<file path="src/eeecsr_pkg.sv">
package eeecsr_pkg;
  // Register indices as printed; byte address is four times the index
  localparam logic [15:0] idx_capability_report = 16'h1014;
  localparam logic [15:0] idx_wake_fault_count  = 16'h1016;
  localparam logic [15:0] idx_local_advertise   = 16'h203c;
  localparam logic [15:0] idx_partner_ability   = 16'h203d;
  localparam logic [15:0] idx_soft_reset_ctrl   = 16'h1000;
  localparam logic [15:0] idx_irq_status        = 16'h1f00;
  localparam logic [15:0] idx_irq_mask          = 16'h1f01;
  // Field positions
  localparam int fast_lowpower_pos     = 1;
  localparam int gigabit_lowpower_pos  = 2;
  localparam int advertise_pos         = 1;
  localparam int partner_pos           = 1;
  localparam int soft_reset_pos        = 15;
  // Interrupt status bits
  localparam int irq_fault_pos         = 0;
  localparam int irq_saturate_pos      = 1;
  localparam int irq_partner_pos       = 2;
  localparam int irq_width             = 3;
  // Reset values, counter limit and capability word
  localparam logic [15:0] wake_fault_reset = 16'h0000;
  localparam logic [15:0] advertise_reset  = 16'h0000;
  localparam logic [2:0]  irq_reset        = 3'h0;
  localparam logic [15:0] count_max        = 16'hffff;
  localparam logic [15:0] capability_value = 16'h0002;
  typedef enum logic [1:0] {
    eeecsr_idle  = 2'b00,
    eeecsr_data  = 2'b01
  } eeecsr_phase_t;
endpackage : eeecsr_pkg

</file>
<file path="src/eeecsr_regs.sv">
// The implementer's own choice: the AHB-Lite register port.
`timescale 1ns/10ps
module eeecsr_regs (
  input  wire logic        hclk,
  input  wire logic        hresetn,
  input  wire logic        hsel,
  input  wire logic [31:0] haddr,
  input  wire logic [1:0]  htrans,
  input  wire logic        hwrite,
  input  wire logic [2:0]  hsize,
  input  wire logic [31:0] hwdata,
  input  wire logic        hready,
  output logic      [31:0] hrdata,
  output logic             hreadyout,
  output logic             hresp,
  input  wire logic        wake_fault,
  input  wire logic        partner_lowpower_ability_in,
  output logic             local_lowpower_advertise,
  output logic             coding_sublayer_soft_reset,
  output logic             irq
);
  import eeecsr_pkg::*;

  // Pin synchronisers
  logic [1:0] fault_sync;
  logic [1:0] partner_sync;
  logic       fault_prev;
  logic       partner_ability;

  // Bus state
  eeecsr_phase_t phase;
  eeecsr_phase_t next_phase;
  logic          dp_write;
  logic [15:0]   dp_index;

  logic [15:0]          wake_fault_count;
  logic                 advertise;
  logic                 soft_reset;
  logic [irq_width-1:0] irq_status;
  logic [irq_width-1:0] irq_mask;

  wire        addr_take   = hsel & hready & htrans[1];
  wire [15:0] addr_index  = haddr[17:2];
  wire        wr_now      = (phase == eeecsr_data) & dp_write;
  wire        rd_now      = (phase == eeecsr_data) & ~dp_write;
  wire        fault_edge  = fault_sync[1] & ~fault_prev;
  wire        count_full  = (wake_fault_count == count_max);

  // Read data of the address phase being taken
  wire        hit_cap   = (addr_index == idx_capability_report);
  wire        hit_cnt   = (addr_index == idx_wake_fault_count);
  wire        hit_adv   = (addr_index == idx_local_advertise);
  wire        hit_lp    = (addr_index == idx_partner_ability);
  wire        hit_rst   = (addr_index == idx_soft_reset_ctrl);
  wire        hit_ist   = (addr_index == idx_irq_status);
  wire        hit_imk   = (addr_index == idx_irq_mask);
  wire [15:0] adv_word  = {14'h0000, advertise, 1'b0};
  wire [15:0] lp_word   = {14'h0000, partner_ability, 1'b0};
  wire [15:0] rd_word   = hit_cap ? capability_value :
                          hit_cnt ? wake_fault_count :
                          hit_adv ? adv_word :
                          hit_lp  ? lp_word :
                          hit_rst ? {soft_reset, 15'h0000} :
                          hit_ist ? {13'h0000, irq_status} :
                          hit_imk ? {13'h0000, irq_mask} :
                          16'h0000;
  wire        rd_take   = addr_take & ~hwrite;
  wire        clr_cnt   = rd_take & hit_cnt;
  wire        clr_ist   = rd_take & hit_ist;

  // Counter next value: clear, then add fault, saturate
  wire [15:0] base_cnt  = (clr_cnt | soft_reset) ? wake_fault_reset : wake_fault_count;
  wire        base_full = (base_cnt == count_max);
  wire [15:0] next_cnt  = (fault_edge & ~base_full) ? base_cnt + 16'h0001 :
                          base_cnt;

  wire [irq_width-1:0] irq_events = {partner_sync[1] ^ partner_ability,
                                     fault_edge & count_full,
                                     fault_edge};
  wire [irq_width-1:0] next_ist   = (clr_ist ? irq_reset : irq_status) | irq_events;

  // Bus phase: any taken address phase leads into a data phase
  always_comb begin
    next_phase = eeecsr_idle;
    case (phase)
      eeecsr_idle: begin
        if (addr_take) begin
          next_phase = eeecsr_data;
        end
      end
      eeecsr_data: begin
        if (addr_take) begin
          next_phase = eeecsr_data;
        end
      end
      default: begin
        next_phase = eeecsr_idle;
      end
    endcase
  end

  always_ff @(posedge hclk or negedge hresetn) begin
    if (!hresetn) begin
      fault_sync   <= 2'b00;
      partner_sync <= 2'b00;
      fault_prev   <= 1'b0;
      partner_ability <= 1'b0;
    end else begin
      fault_sync   <= {fault_sync[0], wake_fault};
      partner_sync <= {partner_sync[0], partner_lowpower_ability_in};
      fault_prev   <= fault_sync[1];
      partner_ability <= partner_sync[1];
    end
  end

  always_ff @(posedge hclk or negedge hresetn) begin
    if (!hresetn) begin
      phase    <= eeecsr_idle;
      dp_write <= 1'b0;
      dp_index <= 16'h0000;
      hrdata   <= 32'h0000_0000;
    end else if (addr_take) begin
      phase    <= next_phase;
      dp_write <= hwrite;
      dp_index <= addr_index;
      hrdata   <= {16'h0000, rd_word};
    end else begin
      phase    <= next_phase;
      dp_write <= 1'b0;
    end
  end

  always_ff @(posedge hclk or negedge hresetn) begin
    if (!hresetn) begin
      wake_fault_count <= wake_fault_reset;
      advertise        <= advertise_reset[advertise_pos];
      soft_reset       <= 1'b0;
      irq_status       <= irq_reset;
      irq_mask         <= irq_reset;
    end else begin
      wake_fault_count <= next_cnt;
      irq_status       <= next_ist;
      if (soft_reset) begin
        advertise  <= advertise_reset[advertise_pos];
        soft_reset <= 1'b0;
      end else if (wr_now && dp_index == idx_soft_reset_ctrl) begin
        soft_reset <= hwdata[soft_reset_pos];
      end else if (wr_now && dp_index == idx_local_advertise) begin
        advertise  <= hwdata[advertise_pos];
      end
      if (wr_now && dp_index == idx_irq_mask) begin
        irq_mask <= hwdata[irq_width-1:0];
      end
    end
  end

  always_ff @(posedge hclk or negedge hresetn) begin
    if (!hresetn) begin
      irq                        <= 1'b0;
      local_lowpower_advertise   <= 1'b0;
      coding_sublayer_soft_reset <= 1'b0;
    end else begin
      irq                        <= |(next_ist & irq_mask);
      local_lowpower_advertise   <= advertise;
      coding_sublayer_soft_reset <= soft_reset;
    end
  end

  // Zero wait states and OKAY, both held in flops
  always_ff @(posedge hclk or negedge hresetn) begin
    if (!hresetn) begin
      hreadyout <= 1'b1;
      hresp     <= 1'b0;
    end else begin
      hreadyout <= 1'b1;
      hresp     <= 1'b0;
    end
  end

  a_cnt_saturate: assert property (@(posedge hclk) disable iff (!hresetn)
    (count_full && !clr_cnt && !soft_reset) |=> count_full)
    else $error("fault counter wrapped");
  a_cnt_step: assert property (@(posedge hclk) disable iff (!hresetn)
    (!clr_cnt && !soft_reset && !count_full && fault_edge)
      |=> wake_fault_count == $past(wake_fault_count) + 16'h0001)
    else $error("counter did not add one");
  a_cnt_hold: assert property (@(posedge hclk) disable iff (!hresetn)
    (!clr_cnt && !soft_reset && !fault_edge) |=> $stable(wake_fault_count))
    else $error("counter moved without fault");
  a_read_clears: assert property (@(posedge hclk) disable iff (!hresetn)
    (clr_cnt && !fault_edge) |=> wake_fault_count == 16'h0000 ##0
      hrdata[15:0] == $past(wake_fault_count))
    else $error("read did not return and clear");
  a_read_keeps_fault: assert property (@(posedge hclk) disable iff (!hresetn)
    (clr_cnt && fault_edge) |=> wake_fault_count == 16'h0001)
    else $error("fault lost during read");
  a_soft_clears: assert property (@(posedge hclk) disable iff (!hresetn)
    soft_reset |=> (!soft_reset && !advertise && wake_fault_count <= 16'h0001))
    else $error("soft reset failed");
  a_cap_value: assert property (@(posedge hclk) disable iff (!hresetn)
    (addr_take && hit_cap && !hwrite) |=> hrdata == 32'h0000_0002)
    else $error("capability word wrong");
  a_adv_write: assert property (@(posedge hclk) disable iff (!hresetn)
    (wr_now && dp_index == idx_local_advertise && !soft_reset)
      |=> ##1 local_lowpower_advertise == $past(hwdata[1], 2))
    else $error("advertise not applied");
  a_reserved_zero: assert property (@(posedge hclk) disable iff (!hresetn)
    (addr_take && !hwrite && (hit_adv || hit_lp)) |=> hrdata[31:2] == 30'h0 && !hrdata[0])
    else $error("reserved bits nonzero");

  // Capability word
  a_cap_fast_bit: assert property (@(posedge hclk) disable iff (!hresetn)
    (rd_take && hit_cap) |=> hrdata[fast_lowpower_pos])
    else $error("fast low-power bit not set");
  a_cap_giga_bit: assert property (@(posedge hclk) disable iff (!hresetn)
    (rd_take && hit_cap) |=> !hrdata[gigabit_lowpower_pos])
    else $error("gigabit low-power bit set");
  a_cap_reserved: assert property (@(posedge hclk) disable iff (!hresetn)
    (rd_take && hit_cap) |=> (hrdata[31:3] == 29'h0 && !hrdata[0]))
    else $error("capability reserved bits set");

  // Fault counter
  a_read_returns: assert property (@(posedge hclk) disable iff (!hresetn)
    clr_cnt |=> hrdata[15:0] == $past(wake_fault_count))
    else $error("read returned wrong count");
  a_soft_count_zero: assert property (@(posedge hclk) disable iff (!hresetn)
    (soft_reset && !fault_edge) |=> wake_fault_count == 16'h0000)
    else $error("soft reset left count");
  a_fault_edge_once: assert property (@(posedge hclk) disable iff (!hresetn)
    fault_edge |=> !fault_edge)
    else $error("one fault seen twice");
  a_cnt_no_drop: assert property (@(posedge hclk) disable iff (!hresetn)
    (!clr_cnt && !soft_reset) |=> wake_fault_count >= $past(wake_fault_count))
    else $error("count fell without clear");
  a_sat_status: assert property (@(posedge hclk) disable iff (!hresetn)
    (fault_edge && count_full) |=> irq_status[irq_saturate_pos])
    else $error("saturation event lost");

  // Soft reset output
  a_soft_pulse_out: assert property (@(posedge hclk) disable iff (!hresetn)
    soft_reset |=> coding_sublayer_soft_reset)
    else $error("soft reset not signalled");
  a_soft_out_once: assert property (@(posedge hclk) disable iff (!hresetn)
    coding_sublayer_soft_reset |=> !coding_sublayer_soft_reset)
    else $error("soft reset pulse too long");

  // Advertisement
  a_adv_hold: assert property (@(posedge hclk) disable iff (!hresetn)
    (!soft_reset && !(wr_now && dp_index == idx_local_advertise))
      |=> $stable(advertise))
    else $error("advertise bit moved");
  a_adv_output: assert property (@(posedge hclk) disable iff (!hresetn)
    1'b1 |=> local_lowpower_advertise == $past(advertise))
    else $error("advertise output wrong");
  a_adv_read: assert property (@(posedge hclk) disable iff (!hresetn)
    (rd_take && hit_adv) |=> hrdata[advertise_pos] == $past(advertise))
    else $error("advertise readback wrong");

  // Partner ability
  a_partner_follow: assert property (@(posedge hclk) disable iff (!hresetn)
    1'b1 |=> partner_ability == $past(partner_sync[1]))
    else $error("partner bit not following pin");
  a_partner_read: assert property (@(posedge hclk) disable iff (!hresetn)
    (rd_take && hit_lp) |=> hrdata[partner_pos] == $past(partner_ability))
    else $error("partner readback wrong");
  a_partner_status: assert property (@(posedge hclk) disable iff (!hresetn)
    (partner_sync[1] != partner_ability) |=> irq_status[irq_partner_pos])
    else $error("partner change not flagged");

  // Reserved and unmapped bits
  a_unmapped_zero: assert property (@(posedge hclk) disable iff (!hresetn)
    (rd_take && !(hit_cap || hit_cnt || hit_adv || hit_lp || hit_rst || hit_ist || hit_imk))
      |=> hrdata == 32'h0000_0000)
    else $error("unmapped read nonzero");
  a_upper_zero: assert property (@(posedge hclk) disable iff (!hresetn)
    hrdata[31:16] == 16'h0000)
    else $error("upper read half nonzero");
  a_irq_reserved: assert property (@(posedge hclk) disable iff (!hresetn)
    (rd_take && (hit_ist || hit_imk)) |=> hrdata[31:3] == 29'h0)
    else $error("interrupt reserved bits set");

  // Interrupts
  a_fault_status: assert property (@(posedge hclk) disable iff (!hresetn)
    fault_edge |=> irq_status[irq_fault_pos])
    else $error("fault not flagged");
  a_status_sticky: assert property (@(posedge hclk) disable iff (!hresetn)
    !clr_ist |=> (irq_status & $past(irq_status)) == $past(irq_status))
    else $error("status bit dropped");
  a_status_clear: assert property (@(posedge hclk) disable iff (!hresetn)
    (clr_ist && irq_events == 3'h0) |=> irq_status == 3'h0)
    else $error("status not cleared by read");
  a_irq_level: assert property (@(posedge hclk) disable iff (!hresetn)
    $stable(irq_mask) |-> irq == |(irq_status & irq_mask))
    else $error("interrupt level wrong");
  a_mask_write: assert property (@(posedge hclk) disable iff (!hresetn)
    (wr_now && dp_index == idx_irq_mask) |=> irq_mask == $past(hwdata[irq_width-1:0]))
    else $error("mask write lost");

  c_fault_read: cover property (@(posedge hclk) disable iff (!hresetn)
    clr_cnt && fault_edge);
  c_saturated: cover property (@(posedge hclk) disable iff (!hresetn)
    count_full && fault_edge);
  c_soft_reset: cover property (@(posedge hclk) disable iff (!hresetn) soft_reset);
  c_adv_write: cover property (@(posedge hclk) disable iff (!hresetn)
    wr_now && dp_index == idx_local_advertise);
  c_partner_change: cover property (@(posedge hclk) disable iff (!hresetn)
    partner_sync[1] != partner_ability);
endmodule : eeecsr_regs

</file>
<file path="config.mk">
export PLATFORM = sky130hd
export DESIGN_NAME = eeecsr_regs
export DESIGN_NICKNAME = d
export VERILOG_FILES = /design/src/eeecsr_pkg.sv /design/src/eeecsr_regs.sv
export SDC_FILE = /design/constraint.sdc
export NUM_CORES = 1
export LEC_CHECK = 0
export BUFFER_PORTS_ARGS = -buffer_cell sky130_fd_sc_hd__buf_2
export CAP_MARGIN = 0
export CORE_MARGIN = 1.5
export CORE_UTILIZATION = 54
export DETAILED_ROUTE_END_ITERATION = 6
export PLACE_DENSITY = 0.92
export RECOVER_POWER = 100
export SYNTH_ARGS = -nofsm -noshare
export SYNTH_HDL_FRONTEND = slang
export SYNTH_SLANG_ARGS = --single-unit
</file>
<file path="constraint.sdc">
create_clock -name hclk -period 4.2 [get_ports hclk]
set_input_delay 0 -clock hclk [delete_from_list [all_inputs] [get_ports hclk]]
set_output_delay 0 -clock hclk [all_outputs]
set_load 0.01 [all_outputs]
</file>
Word level (Yosys, flattened, before mapping)
Index checks and enable logic that the tools add are counted.
Widths: inputs -> output; s select.

cells by class
  add/sub/neg operators = 1
  multiply operators = 0
  divide/modulo/power cells = 0
  order comparisons = 0
  eq/ne operators = 14
  shift-type cells = 0
  mux-type cells = 18
  bitwise gates (word level) = 16
  reduce and logical (&&, ||, !) cells = 8

operators by type and width
  cell                   number
  $eq 16x13->1 const B   7
  $mux 16                7
  $eq 16x14->1 const B   3
  $eq 16x16->1 const B   2
  $add 16x1->16 const B  1
  $and 1x1->1            9
  $mux 3                 3
  $mux 1                 8
  $and 3x3->3            1
  $logic_and 1x1->1      3
  $not 1->1              3
  $or 3x3->3             1
  $reduce_or 3->1        1
  $eq 2x1->1 const B     1
  $logic_not 2->1        1
  $ne 2x2->1 const B     1
  $reduce_and 2->1       1
  $reduce_bool 2->1      1
  $reduce_or 2->1        1
  $or 1x1->1             1
  $xor 1x1->1            1

storage, ports and cells
  bits in registers = 68
  latch bits = 0
  RAM bits = 0
  memory bits (read-only) = 0
  bits of input ports = 76
  output and inout port bits = 37
  word-level logic and storage cells = 73
  memories kept = 0

Depth between registers and ports, before layout
Gate-level depths: netlist of run 1.

  word-level depth = 10
  depth in mapped cells = 11
  depth with buffers taken out = 10

Worst setup path after synthesis of run 1
No wires, ideal clock.

  kind = input to register
  from = input haddr[10]
  to = register wake_fault_count[1]
  library setup time = 125 ps
  arrival time = 2121 ps
  setup slack = 1955 ps
  cell stages on the path = 10
  cell sequence = nor4_1 -> and4_1 -> a21oi_1 -> and2_1 -> ha_1 -> nand3_1 -> a2111oi_4 -> buf_4 -> nor2_1 -> mux2_2

on the way
  word-level cells in the longest chain between the ends = 8
  elaborated cells between the ends (all ways) = 9
  those cells by class = add/sub (1); eq/ne (2); mux (2); bitwise (4)

RTL lines
  what                                                                   RTL line            RTL
  start: declaration                                                     eeecsr_regs.sv:7    input wire logic [31:0] haddr,
  $eq 16x13->1 (*)                                                       eeecsr_regs.sv:51   wire hit_cnt = (addr_index == idx_wake_fault_count);
  $and 1x1->1 (*)                                                        eeecsr_regs.sv:68   wire clr_cnt = rd_take & hit_cnt;
  $or 1x1->1 (*)                                                         eeecsr_regs.sv:72   wire [15:0] base_cnt = (clr_cnt | soft_reset) ? wake_fault_reset : wake_fault_count;
  $mux 16 (*)                                                            eeecsr_regs.sv:72
  parallel branches: the longest is 3 deep, another holds $add 16x1->16  -
  $mux 16 (*)                                                            eeecsr_regs.sv:74   wire [15:0] next_cnt = (fault_edge & ~base_full) ? base_cnt + 16'h0001 :
  named net next_cnt[1]                                                  eeecsr_regs.sv:74
  end signal: assignment                                                 eeecsr_regs.sv:135  wake_fault_count <= wake_fault_reset;
  end signal: assignment                                                 eeecsr_regs.sv:141  wake_fault_count <= next_cnt;
  end: declaration                                                       eeecsr_regs.sv:36   logic [15:0] wake_fault_count;

Mark *: on every way through the listed nets, which the timed path passes.
A chain may end at the register's enable or synchronous reset.

Final worst setup path of run 1
  from = input haddr[2]
  to = register wake_fault_count[1]

Same word-level chain as after synthesis.

==> results of run 1 <==
## area by class of cell
class	count	area (um^2)
Inverter	3	11.3
Tap cell	72	90.1
Multi-Input combinational cell	232	1350
Clock inverter	6	88.8
Clock buffer	10	138
Sequential cell	67	1680
Fill cell	431	1800
Timing Repair Buffer	72	454
## registers in the layout (all words and copies together) (netlist names)
register / flops
dp_index: 16
hrdata: 16
wake_fault_count: 16
irq_mask: 3
irq_status: 3
fault_sync: 2
partner_sync: 2
advertise: 1
coding_sublayer_soft_reset: 1
dp_write: 1
fault_prev: 1
irq: 1
local_lowpower_advertise: 1
partner_ability: 1
phase: 1
soft_reset: 1
## power by group through the flow
stage | registers (mW) | clock network (mW) | logic [mW]
CTS | 0.782 | 0.605 | 0.196
global placement | 0.787 | 0 | 0.165
floorplan | 0.771 | 0 | 0.135
global route | 0.794 | 0.636 | 0.219
detailed placement | 0.793 | 0 | 0.176
finish | 0.785 | 0.598 | 0.199
## cells in the mapped netlist (3+ instances only)
library cell	number
a21oi_1	10
mux2_2	4
nand3_1	8
or3_1	7
xor2_1	4
and4_1	4
mux2i_1	5
or4_4	3
and3_1	3
buf_4	20
inv_1	3
nand4_1	10
nor2_1	13
nand2b_1	4
a22o_1	14
clkbuf_1	7
nor3_1	7
nand2_1	67
nor4_1	6
dfrtp_1	67
and2_1	4
o21ai_0	11
## placed cells by master (no fill, tap or decap), types with 3 or more instances in the layout
cell type,count
xor2_1,4
dlygate4sd3_1,24
nand2b_1,4
a22o_1,14
clkbuf_8,10
nand3_1,8
or3_1,7
buf_2,26
a21oi_1,10
conb_1,18
o21ai_0,11
mux2_2,4
and3_1,3
clkbuf_1,21
dfrtp_1,67
mux2i_1,5
nor4_1,6
nor2_1,13
or4_4,3
nor3_1,7
and4_1,4
nand4_1,10
inv_1,3
nand2_1,67
## routing by layer
metal / track usage (%) / up-vias / wire length, um
met5: 0 / - / 0
met2: 42.6 / 156 / 3840
li1: - / 1229 / -
met1: 30.3 / 1278 / 2920
met4: 14.0 / 0 / 251
met3: 6.14 / 27 / 532
## path summary, 6_finish.rpt
kind,startpoint,end
worst min-delay path,partner_lowpower_ability_in,partner_sync[0]$_DFF_PN0_
max in group asynchronous,hresetn,hrdata[4]$_DFFE_PN0N_
worst min register to register,fault_sync[0]$_DFF_PN0_,fault_sync[1]$_DFF_PN0_
worst max-delay path,haddr[2],wake_fault_count[1]$_DFF_PN0_
min in group asynchronous,hresetn,dp_index[6]$_DFFE_PN0N_
worst max register to register,soft_reset$_DFF_PN0_,wake_fault_count[1]$_DFF_PN0_
## cells by family after synthesis
kind of cell,Yosys count,share of synthesized area (%)
adder cells (fa/ha/maj),1,0.389
multiplexers,9,2.96
flip-flops,67,52.2
AND/OR/NAND/NOR,152,25.3
XOR/XNOR,6,1.64
other,2,0.234
buffers and inverters,33,6.51
AO/OA/AOI/OAI,46,10.8
## metrics by stage
stage,worst slack [ns],cells,util (%),power [mW]
final,0.906,462,68.0,1.58
after detailed placement,1.50,422,60.8,0.969
after global routing,0.678,462,68.0,1.65
after global placement,1.55,422,60.8,0.952
after floorplan,1.95,332,-,0.906
after CTS,1.29,462,69.1,1.58
## repair_timing
item	in CTS	in global routing
resized for setup	0	0
hold buffers	24	0
endpoints found under the hold margin	92	0
==> flow_summary_export.csv, run 1 <==
group,metric,value,unit
clock_tree,clk_latency,0.36,ns
placed_design,dp_hpwl,4560,um
die,core,5610,um^2
pwr,p_comb_share,12.6,%
hold_path,hold_depth,2,
placed_design,gp_congestion,0.854,
route,drt-initial-drc-count,237,
critical_path,slowest_delay,1.05,ns
clock_tree,cts_inserted_buffers,9,
placed_design,io_buffers,46,
synthesis,syn_area_per_cell,10.2,um^2
timing,min_period,3.29,ns
global_route,grt_max_degree,68,
synthesis,synth_edf_count,0,
clock_tree,cts_buffer_depth,2,
layout,final_area,3810,um^2
synthesis,synth_flop_cell,"dfrtp_1",
layout,layout-drive-gt1-share,14.1,%
placed_design,dpl_cell_area,3410,um^2
critical_path,crit_path_end_kind,"register",
pwr,p_sw,435,uW
layout,synthToLayoutAreaGrowth,18.7,%
route,routedWlPerCell,16.3,um
route,vias,2690,
timing,slew_violations,106,
clock_tree,htreeDepth,3,
critical_path,critPathSlowestCell,"a2111oi_2",
critical_path,cp_cell_sequence,"dlygate4sd3_1, buf_2, nor3_1, and4_1, a21oi_1, and2_0, ha_1, nand3_1, a2111oi_2, nor2_1, mux2_2",
status,outcome,"finished with violations",
route,avgViaCountPerCell,5.82,
synthesis,seq_area_frac_synth,52.2,%
die,start_util,57.3,%
synthesis,syn_inst,316,
clock_tree,cts_tree,"done",
critical_path,crit_fanout,14,
global_route,grt.total_usage,25.6,%
hold_path,min_path_type,"input pin to register",
critical_path,rrSetupSlack,1.17,ns
die,num_io_pins,113,
die,die_height,80.1,um
critical_path,cp.depth,11,
clock_tree,cts.clk_slew.worst_paths,0.07,ns
synthesis,synth_top_cell_area_share,52.2,%
route,drc,0,
timing,layout_worst_path_cycle_share,78.4,%
global_route,grt_pass1_wl,12300,um
route,drt_first_pass_iters,5,
route,ant_nets,0,
synthesis,yosys_warnings,0,
critical_path,crit_type,"input pin to register",
timing,max_freq,304,MHz
timing,max_slew_margin,-7.85,%
pwr,share_clk_of_total_power,37.8,%
timing,rsz0062_at_grt,"no",
status,violations,"capacitance limit, slew limit",
global_route,antenna_found_initial,0,
job,cap_violations,2,
layout,num_antenna_cells,0,
critical_path,worstSetupStartpointType,"input pin",
timing,worstMarginPinSlew,1.62,ns
critical_path,arrival,3.53,ns
synthesis,netlist.top_cell.by_area,"dfrtp_1",
timing,setup_viol,0,
synthesis,synthTopCellsByArea,"dfrtp_1 (52%), nand2_1 (7.8%), buf_4 (4.7%)",
critical_path,worstPathRequired,4.44,ns
die,die_x,80.1,um
critical_path,reg2reg_depth,7,
timing,tns,0,ns
timing,hold_slack,0.282,ns
pwr,ir_worst_vdd,0.446,mV
die,rows,27,
clock_tree,cts_sinks,67,
timing,finClkSkew,0.0125,ns
die,die-area,6420,um^2
pwr,p_leak,1.73,nW
global_route,grt_overflow,0,
synthesis,async_flop_share,100,%
route,wl,7540,um
pwr,switching_share,27.5,%
synthesis,yosysUniqueCellTypes,50,
pwr,p_int,1.15,mW
pwr,p_per_area,415,nW/um^2
clock_tree,post-cts-setup-buffers,0,
critical_path,cp.buffers_inverters,2,
critical_path,crit_family,"compound AO/OA/AOI/OAI gates",
timing,hold_viol,0,
global_route,grt_pass1_vias,2687,
layout,fin_nets,462,
synthesis,synth_area,3210,um^2
pwr,seqPwrFrac,49.6,%
clock_tree,cts_root_buf,"clkbuf_8",
synthesis,ys_ff_latch,67,
Power figures use the tool's default switching activity.
==> run 2: changes to the inputs <==
- CORE_UTILIZATION: 54 -> 50
- PLACE_DENSITY: 0.92 -> 0.86
- clock period: 4.2 -> 3.2 ns (I/O delays scaled with it)
==> run 2 against run 1 <==
Net effect:
- the run still ends with capacitance limit, slew limit left
- worst setup slack worse by 0.66 ns
- wire length is 2.5% lower
- sequential share of layout area rose by 0.63 points
- non-clock buffer count grew 1
- clock power fell by 1%
- die area up 7.7%
- clock skew is 0.0074 ns lower
- global-route usage is 2.8 points lower
- critical path depth unchanged
- worst hold slack better by 0.0020 ns
- highest routed layer unchanged
==> flow_summary_export.csv, run 2 (synthesized netlist as in run 1, its figures left out) <==
group,metric,value,unit
critical_path,worstPathRequired,3.44,ns
critical_path,critPathSlowestCell,"nor4_1",
placed_design,io_buffers,46,
route,wl,7350,um
route,vias,2608,
clock_tree,cts_tree,"done",
die,rows,29,
global_route,grt_max_degree,38,
timing,slew_violations,68,
die,start_util,51.2,%
critical_path,cp_cell_sequence,"dlygate4sd3_1, clkbuf_1, nor4_1, and4_1, a21oi_1, and2_1, ha_1, nand3_1, a2111oi_4, nor2_1, mux2_2",
global_route,grt_pass1_wl,12400,um
global_route,antenna_found_initial,0,
placed_design,gp_congestion,0.825,
critical_path,reg2reg_depth,7,
timing,worstMarginPinSlew,1.61,ns
critical_path,arrival,3.20,ns
timing,layout_worst_path_cycle_share,92.4,%
critical_path,slowest_delay,0.58,ns
clock_tree,cts.clk_slew.worst_paths,0.07,ns
layout,num_antenna_cells,0,
route,drt-initial-drc-count,208,
critical_path,crit_end,"wake_fault_count[1]$_DFF_PN0_",
timing,tns,0,ns
timing,min_period,2.96,ns
die,die_x,83.1,um
route,avgViaCountPerCell,5.57,
clock_tree,cts_inserted_buffers,9,
die,core,6280,um^2
clock_tree,hold_buffers,24,
status,violations,"capacitance limit, slew limit",
clock_tree,cts-resized-gates,0,
layout,fin_nets,463,
global_route,grt.total_usage,22.8,%
route,ant_nets,0,
timing,max_slew_margin,-7.12,%
placed_design,dp_hpwl,4710,um
critical_path,rrSetupSlack,0.59,ns
global_route,grt_overflow,0,
clock_tree,cts_root_buf,"clkbuf_8",
clock_tree,cts_buffer_depth,2,
route,drt_first_pass_iters,4,
clock_tree,htreeDepth,3,
status,outcome,"finished with violations",
critical_path,critPathLaunch,"haddr[10]",
layout,final_cell_mix,"nand2_1 (67), dfrtp_1 (67), clkbuf_1 (29)",
layout,final_util,59.9,%
timing,timing.final.ws_setup,0.244,ns
timing,hold_slack,0.284,ns
clock_tree,post-cts-setup-buffers,0,
pwr,p_per_area,499,nW/um^2
route,routedWlPerCell,15.7,um
timing,rsz0062_at_grt,"no",
pwr,ir_worst_vdd,0.330,mV
critical_path,crit_type,"input pin to register",
die,die_height,83.1,um
timing,max_freq,338,MHz
pwr,p_leak,1.69,nW
clock_tree,cts_sinks,67,
timing,hold_viol,0,
hold_path,min_path_type,"input pin to register",
timing,finClkSkew,0.00510,ns
die,num_io_pins,113,
job,cap_violations,2,
layout,layout-drive-gt1-share,12.3,%
timing,setup_viol,0,
placed_design,pre_cts_ws,0.482,ns
critical_path,crit_path_end_kind,"register",
layout,synthToLayoutAreaGrowth,17.0,%
clock_tree,clk_latency,0.36,ns
critical_path,worstSetupStartpointType,"input pin",
critical_path,crit_fanout,14,
global_route,grt_pass1_vias,2622,
die,die-area,6910,um^2
critical_path,regToRegStartpoint,"soft_reset$_DFF_PN0_",
layout,reg_top3,"dp_index x16, hrdata x16, wake_fault_count x16",
critical_path,r2r-end,"wake_fault_count[1]$_DFF_PN0_",
route,drc,0,
## run 2: cell types whose count changed in the layout (fill, tap and decap cells not counted)
cell,before,now
and2_0,2,1
a2111oi_4,0,1
bufinv_16,2,0
and2_1,2,3
clkbuf_1,21,29
a2111oi_2,1,0
buf_2,26,24
clkinv_4,1,0
clkbuf_8,10,9
clkbuf_2,1,0
clkinv_2,1,3
clkinvlp_4,2,0
## run 2: cell type report
type	instances	area, um^2
Inverter	3	11.3
Clock inverter	3	15.0
Sequential cell	67	1680
Multi-Input combinational cell	232	1370
Fill cell	528	2520
Clock buffer	13	139
Tap cell	77	96.3
Timing Repair Buffer	73	454
## run 2: layer usage
layer	GRT usage (%)	wire, um	part of all wire [%]
met5	0	0	0
met4	11.1	193	2.6
met3	6.06	515	7.0
met2	36.7	3600	49
met1	28.4	3040	41
## run 2: how the worst min path moves through the flow
| stage | startpoint | end | slack [ns] | cells past startpoint |
|---|---|---|---|---|
| after floorplan | hresetn | advertise$_DFFE_PN0P_ | -0.30 | 0 |
| after global placement | hresetn | dp_index[13]$_DFFE_PN0N_ | -0.008 | 1 |
| after detailed placement | hresetn | dp_index[13]$_DFFE_PN0N_ | -0.004 | 1 |
| after CTS | hresetn | dp_index[13]$_DFFE_PN0N_ | 0.16 | 2 |
| after global routing | partner_lowpower_ability_in | partner_sync[0]$_DFF_PN0_ | 0.30 | 2 |
| final | partner_lowpower_ability_in | partner_sync[0]$_DFF_PN0_ | 0.28 | 2 |
## run 2: metrics by stage
step / area (um^2) / total power [mW] / cells
after global placement: 3420 / 1.25 / 428
after detailed placement: 3420 / 1.27 / 428
after CTS: 3820 / 1.87 / 468
after global routing: 3760 / 1.96 / 468
final: 3760 / 1.87 / 468
after floorplan: 3270 / 1.19 / 332
## run 2: critical path, delay by kind of cell
family	cells	cell delay, ns
compound gates	2	0.26
mux	1	0.35
buf+inv	2	0.68
fa+ha+maj	1	0.25
simple gates	5	1.65
## run 2: report_power, final
group	internal (mW)	switching (mW)	leakage, nW
Combinational	0.113	0.144	0.769
Clock	0.278	0.311	0.0812
Sequential	0.932	0.0958	0.841
Total	1.32	0.551	1.69
==> run 3: changes to the inputs <==
- ABC_AREA: unset -> 1
- CORE_UTILIZATION: 50 -> 40
- PLACE_DENSITY: 0.86 -> 0.71
==> run 3 against run 2 <==
Net effect:
- the flow still finishes with violations (capacitance limit, slew limit)
- total power is 5.5% higher
- critical path type unchanged
- synthesized cell count increased by 46%
- synthesized area increased by 11%
- die area is 38% higher
- cell area up 13%
- maximum frequency increased by 5.7%
- global-route usage down 4.5 points
==> flow_summary_export.csv, run 3 <==
group,metric,value,unit
pwr,share_clk_of_total_power,38.3,%
route,drt_first_pass_iters,4,
synthesis,syn_inst,462,
timing,tns,0,ns
timing,worstMarginPinSlew,1.62,ns
pwr,p_total,1.98,mW
layout,fin_cells,647,
die,rows,34,
pwr,p_per_area,467,nW/um^2
synthesis,synth_edf_count,0,
synthesis,ys_ff_latch,67,
critical_path,crit_fanout,17,
clock_tree,cts_sinks,67,
route,ant_nets,0,
die,start_util,41.2,%
timing,rsz0062_at_grt,"no",
layout,final_util,48.8,%
synthesis,yosys_warnings,0,
route,vias,3185,
placed_design,io_buffers,46,
synthesis,synth_top_cell_area_share,46.9,%
pwr,ir_worst_vdd,0.256,mV
synthesis,syn_area_per_cell,7.73,um^2
placed_design,dpl_cell_area,3820,um^2
global_route,antenna_found_initial,0,
die,die_height,97.5,um
clock_tree,clk_latency,0.34,ns
synthesis,synth_area,3570,um^2
placed_design,dp.cells,607,
layout,final_common_cell,"nand2_1",
timing,setup_viol,0,
pwr,p_int,1.45,mW
global_route,grt_pass1_vias,3015,
pwr,seqPwrFrac,48.5,%
clock_tree,cts_root_buf,"clkbuf_8",
synthesis,synthTopCellsByArea,"dfrtp_1 (47%), nand2_1 (15%), inv_1 (5.3%)",
layout,reg_top3,"dp_index x16, hrdata x16, wake_fault_count x16",
hold_path,min_path_type,"input pin to register",
timing,max_freq,358,MHz
global_route,grt.total_usage,18.3,%
timing,min_period,2.80,ns
clock_tree,cts.clk_slew.worst_paths,0.07,ns
route,avgViaCountPerCell,4.92,
route,drt-initial-drc-count,196,
global_route,grt_pass1_wl,14000,um
die,core,8680,um^2
critical_path,worstSetupStartpointType,"input pin",
pwr,switching_share,26.8,%
placed_design,dp_hpwl,5890,um
synthesis,synth_flop_cell,"dfrtp_1",
critical_path,crit_path_end_kind,"register",
status,violations,"capacitance limit, slew limit",
timing,finClkSkew,0.00573,ns
synthesis,yosysMostFrequentCell,"nand2_1",
placed_design,gp_congestion,0.885,
placed_design,pre_cts_ws,0.698,ns
synthesis,netlist.top_cell.by_area,"dfrtp_1",
timing,slew_violations,42,
critical_path,crit_type,"input pin to register",
timing,max_slew_margin,-7.78,%
layout,synthToLayoutAreaGrowth,18.5,%
timing,hold_viol,0,
global_route,grt_max_degree,50,
clock_tree,cts-resized-gates,0,
synthesis,synth_common_cells,"nand2_1 (138), dfrtp_1 (67), inv_1 (50)",
die,die_x,97.5,um
global_route,grt_overflow,0,
critical_path,arrival,3.00,ns
synthesis,async_flop_share,100,%
status,outcome,"finished with violations",
critical_path,worstPathRequired,3.40,ns
critical_path,rrSetupSlack,0.72,ns
clock_tree,cts_inserted_buffers,9,
clock_tree,htreeDepth,3,
layout,final_area,4230,um^2
layout,final_cell_mix,"nand2_1 (138), dfrtp_1 (67), inv_1 (50)",
synthesis,seq_area_frac_synth,46.9,%
route,wl,8350,um
pwr,p_comb_share,13.2,%
route,drc,0,
timing,hold_slack,0.294,ns
die,die-area,9510,um^2
pwr,p_leak,2.01,nW
clock_tree,cts_buffer_depth,2,
clock_tree,post-cts-setup-buffers,0,
layout,fin_nets,611,
timing,timing.final.ws_setup,0.404,ns
layout,fillCellCount,851,
route,routedWlPerCell,12.9,um
layout,num_antenna_cells,0,
die,num_io_pins,113,
clock_tree,cts_tree,"done",
timing,layout_worst_path_cycle_share,87.4,%
job,cap_violations,1,
pwr,p_sw,531,uW
synthesis,yosysUniqueCellTypes,31,
layout,layout-drive-gt1-share,11.3,%
-- run 3: cell types whose count changed in the layout (fill, tap and decap cells not counted), sizes merged, moves of 13 or more --
cell	before	now
a22o	14	1
o21ai	11	34
nand2	67	142
inv	3	53
nand3	8	25
nor2	13	55
-- run 3: repair_timing --
action                                 in CTS  in global routing
setup endpoints to repair                   0                  0
endpoints found under the hold margin      72                  0
hold buffers                               24                  0
-- run 3: layer usage --
metal	track usage, %	up-vias	part of all wire, %
li1	-	1582	-
met1	25.4	1478	47
met2	27.1	104	44
met3	3.67	21	5.5
met4	9.23	0	2.9
met5	0	-	0
-- run 3: path summary, 6_finish.rpt --
check / startpoint / end / cells past startpoint
min in group asynchronous: hresetn / hrdata[10]$_DFFE_PN0N_ / 2
hold reg to reg: fault_sync[0]$_DFF_PN0_ / fault_sync[1]$_DFF_PN0_ / 0
setup reg to reg: soft_reset$_DFF_PN0_ / wake_fault_count[4]$_DFF_PN0_ / 11
max in group asynchronous: hresetn / dp_index[1]$_DFFE_PN0N_ / 3
hold / removal: partner_lowpower_ability_in / partner_sync[0]$_DFF_PN0_ / 2
setup / recovery: haddr[14] / wake_fault_count[4]$_DFF_PN0_ / 17
-- run 3: final cells by class --
class	count	area, um^2	area share (%)
Clock inverter	4	75.1	1.77
Timing Repair Buffer	74	467	11.0
Inverter	53	199	4.70
Tap cell	108	135	3.19
Clock buffer	12	135	3.19
Sequential cell	67	1680	39.6
Multi-Input combinational cell	329	1550	36.5
-- run 3: worst max-delay path, stage by stage --
cell	delay, ns
dlygate4sd3_1	0.53
buf_2	0.12
inv_1	0.09
nor2_1	0.05
nand2_1	0.12
nor2_4	0.06
nand3_2	0.22
nand3_1	0.18
inv_1	0.19
ha_1	0.26
nand2_1	0.07
inv_1	0.05
nand4_1	0.24
nor2_1	0.26
nand3_1	0.11
nand2_2	0.29
o21ai_0	0.13
-- run 3: power groups by stage --
stage	Clock [mW]	Combinational [mW]	Sequential, mW
final	0.758	0.261	0.960
after global routing	0.810	0.295	0.967
after CTS	0.770	0.262	0.958
after detailed placement	0	0.239	0.973
after global placement	0	0.231	0.972
after floorplan	0	0.179	0.963
-- run 3: logic make-up after synthesis --
kind of cell,share of synthesized area (%)
AOI/OAI and AO/OA,6.02
xor gates and xnor gates,1.96
adders and majority gates,0.350
buffers and inverters,11.2
DFF,46.9
muxes,0.946
other,0.210
and+or+nand+nor,32.3
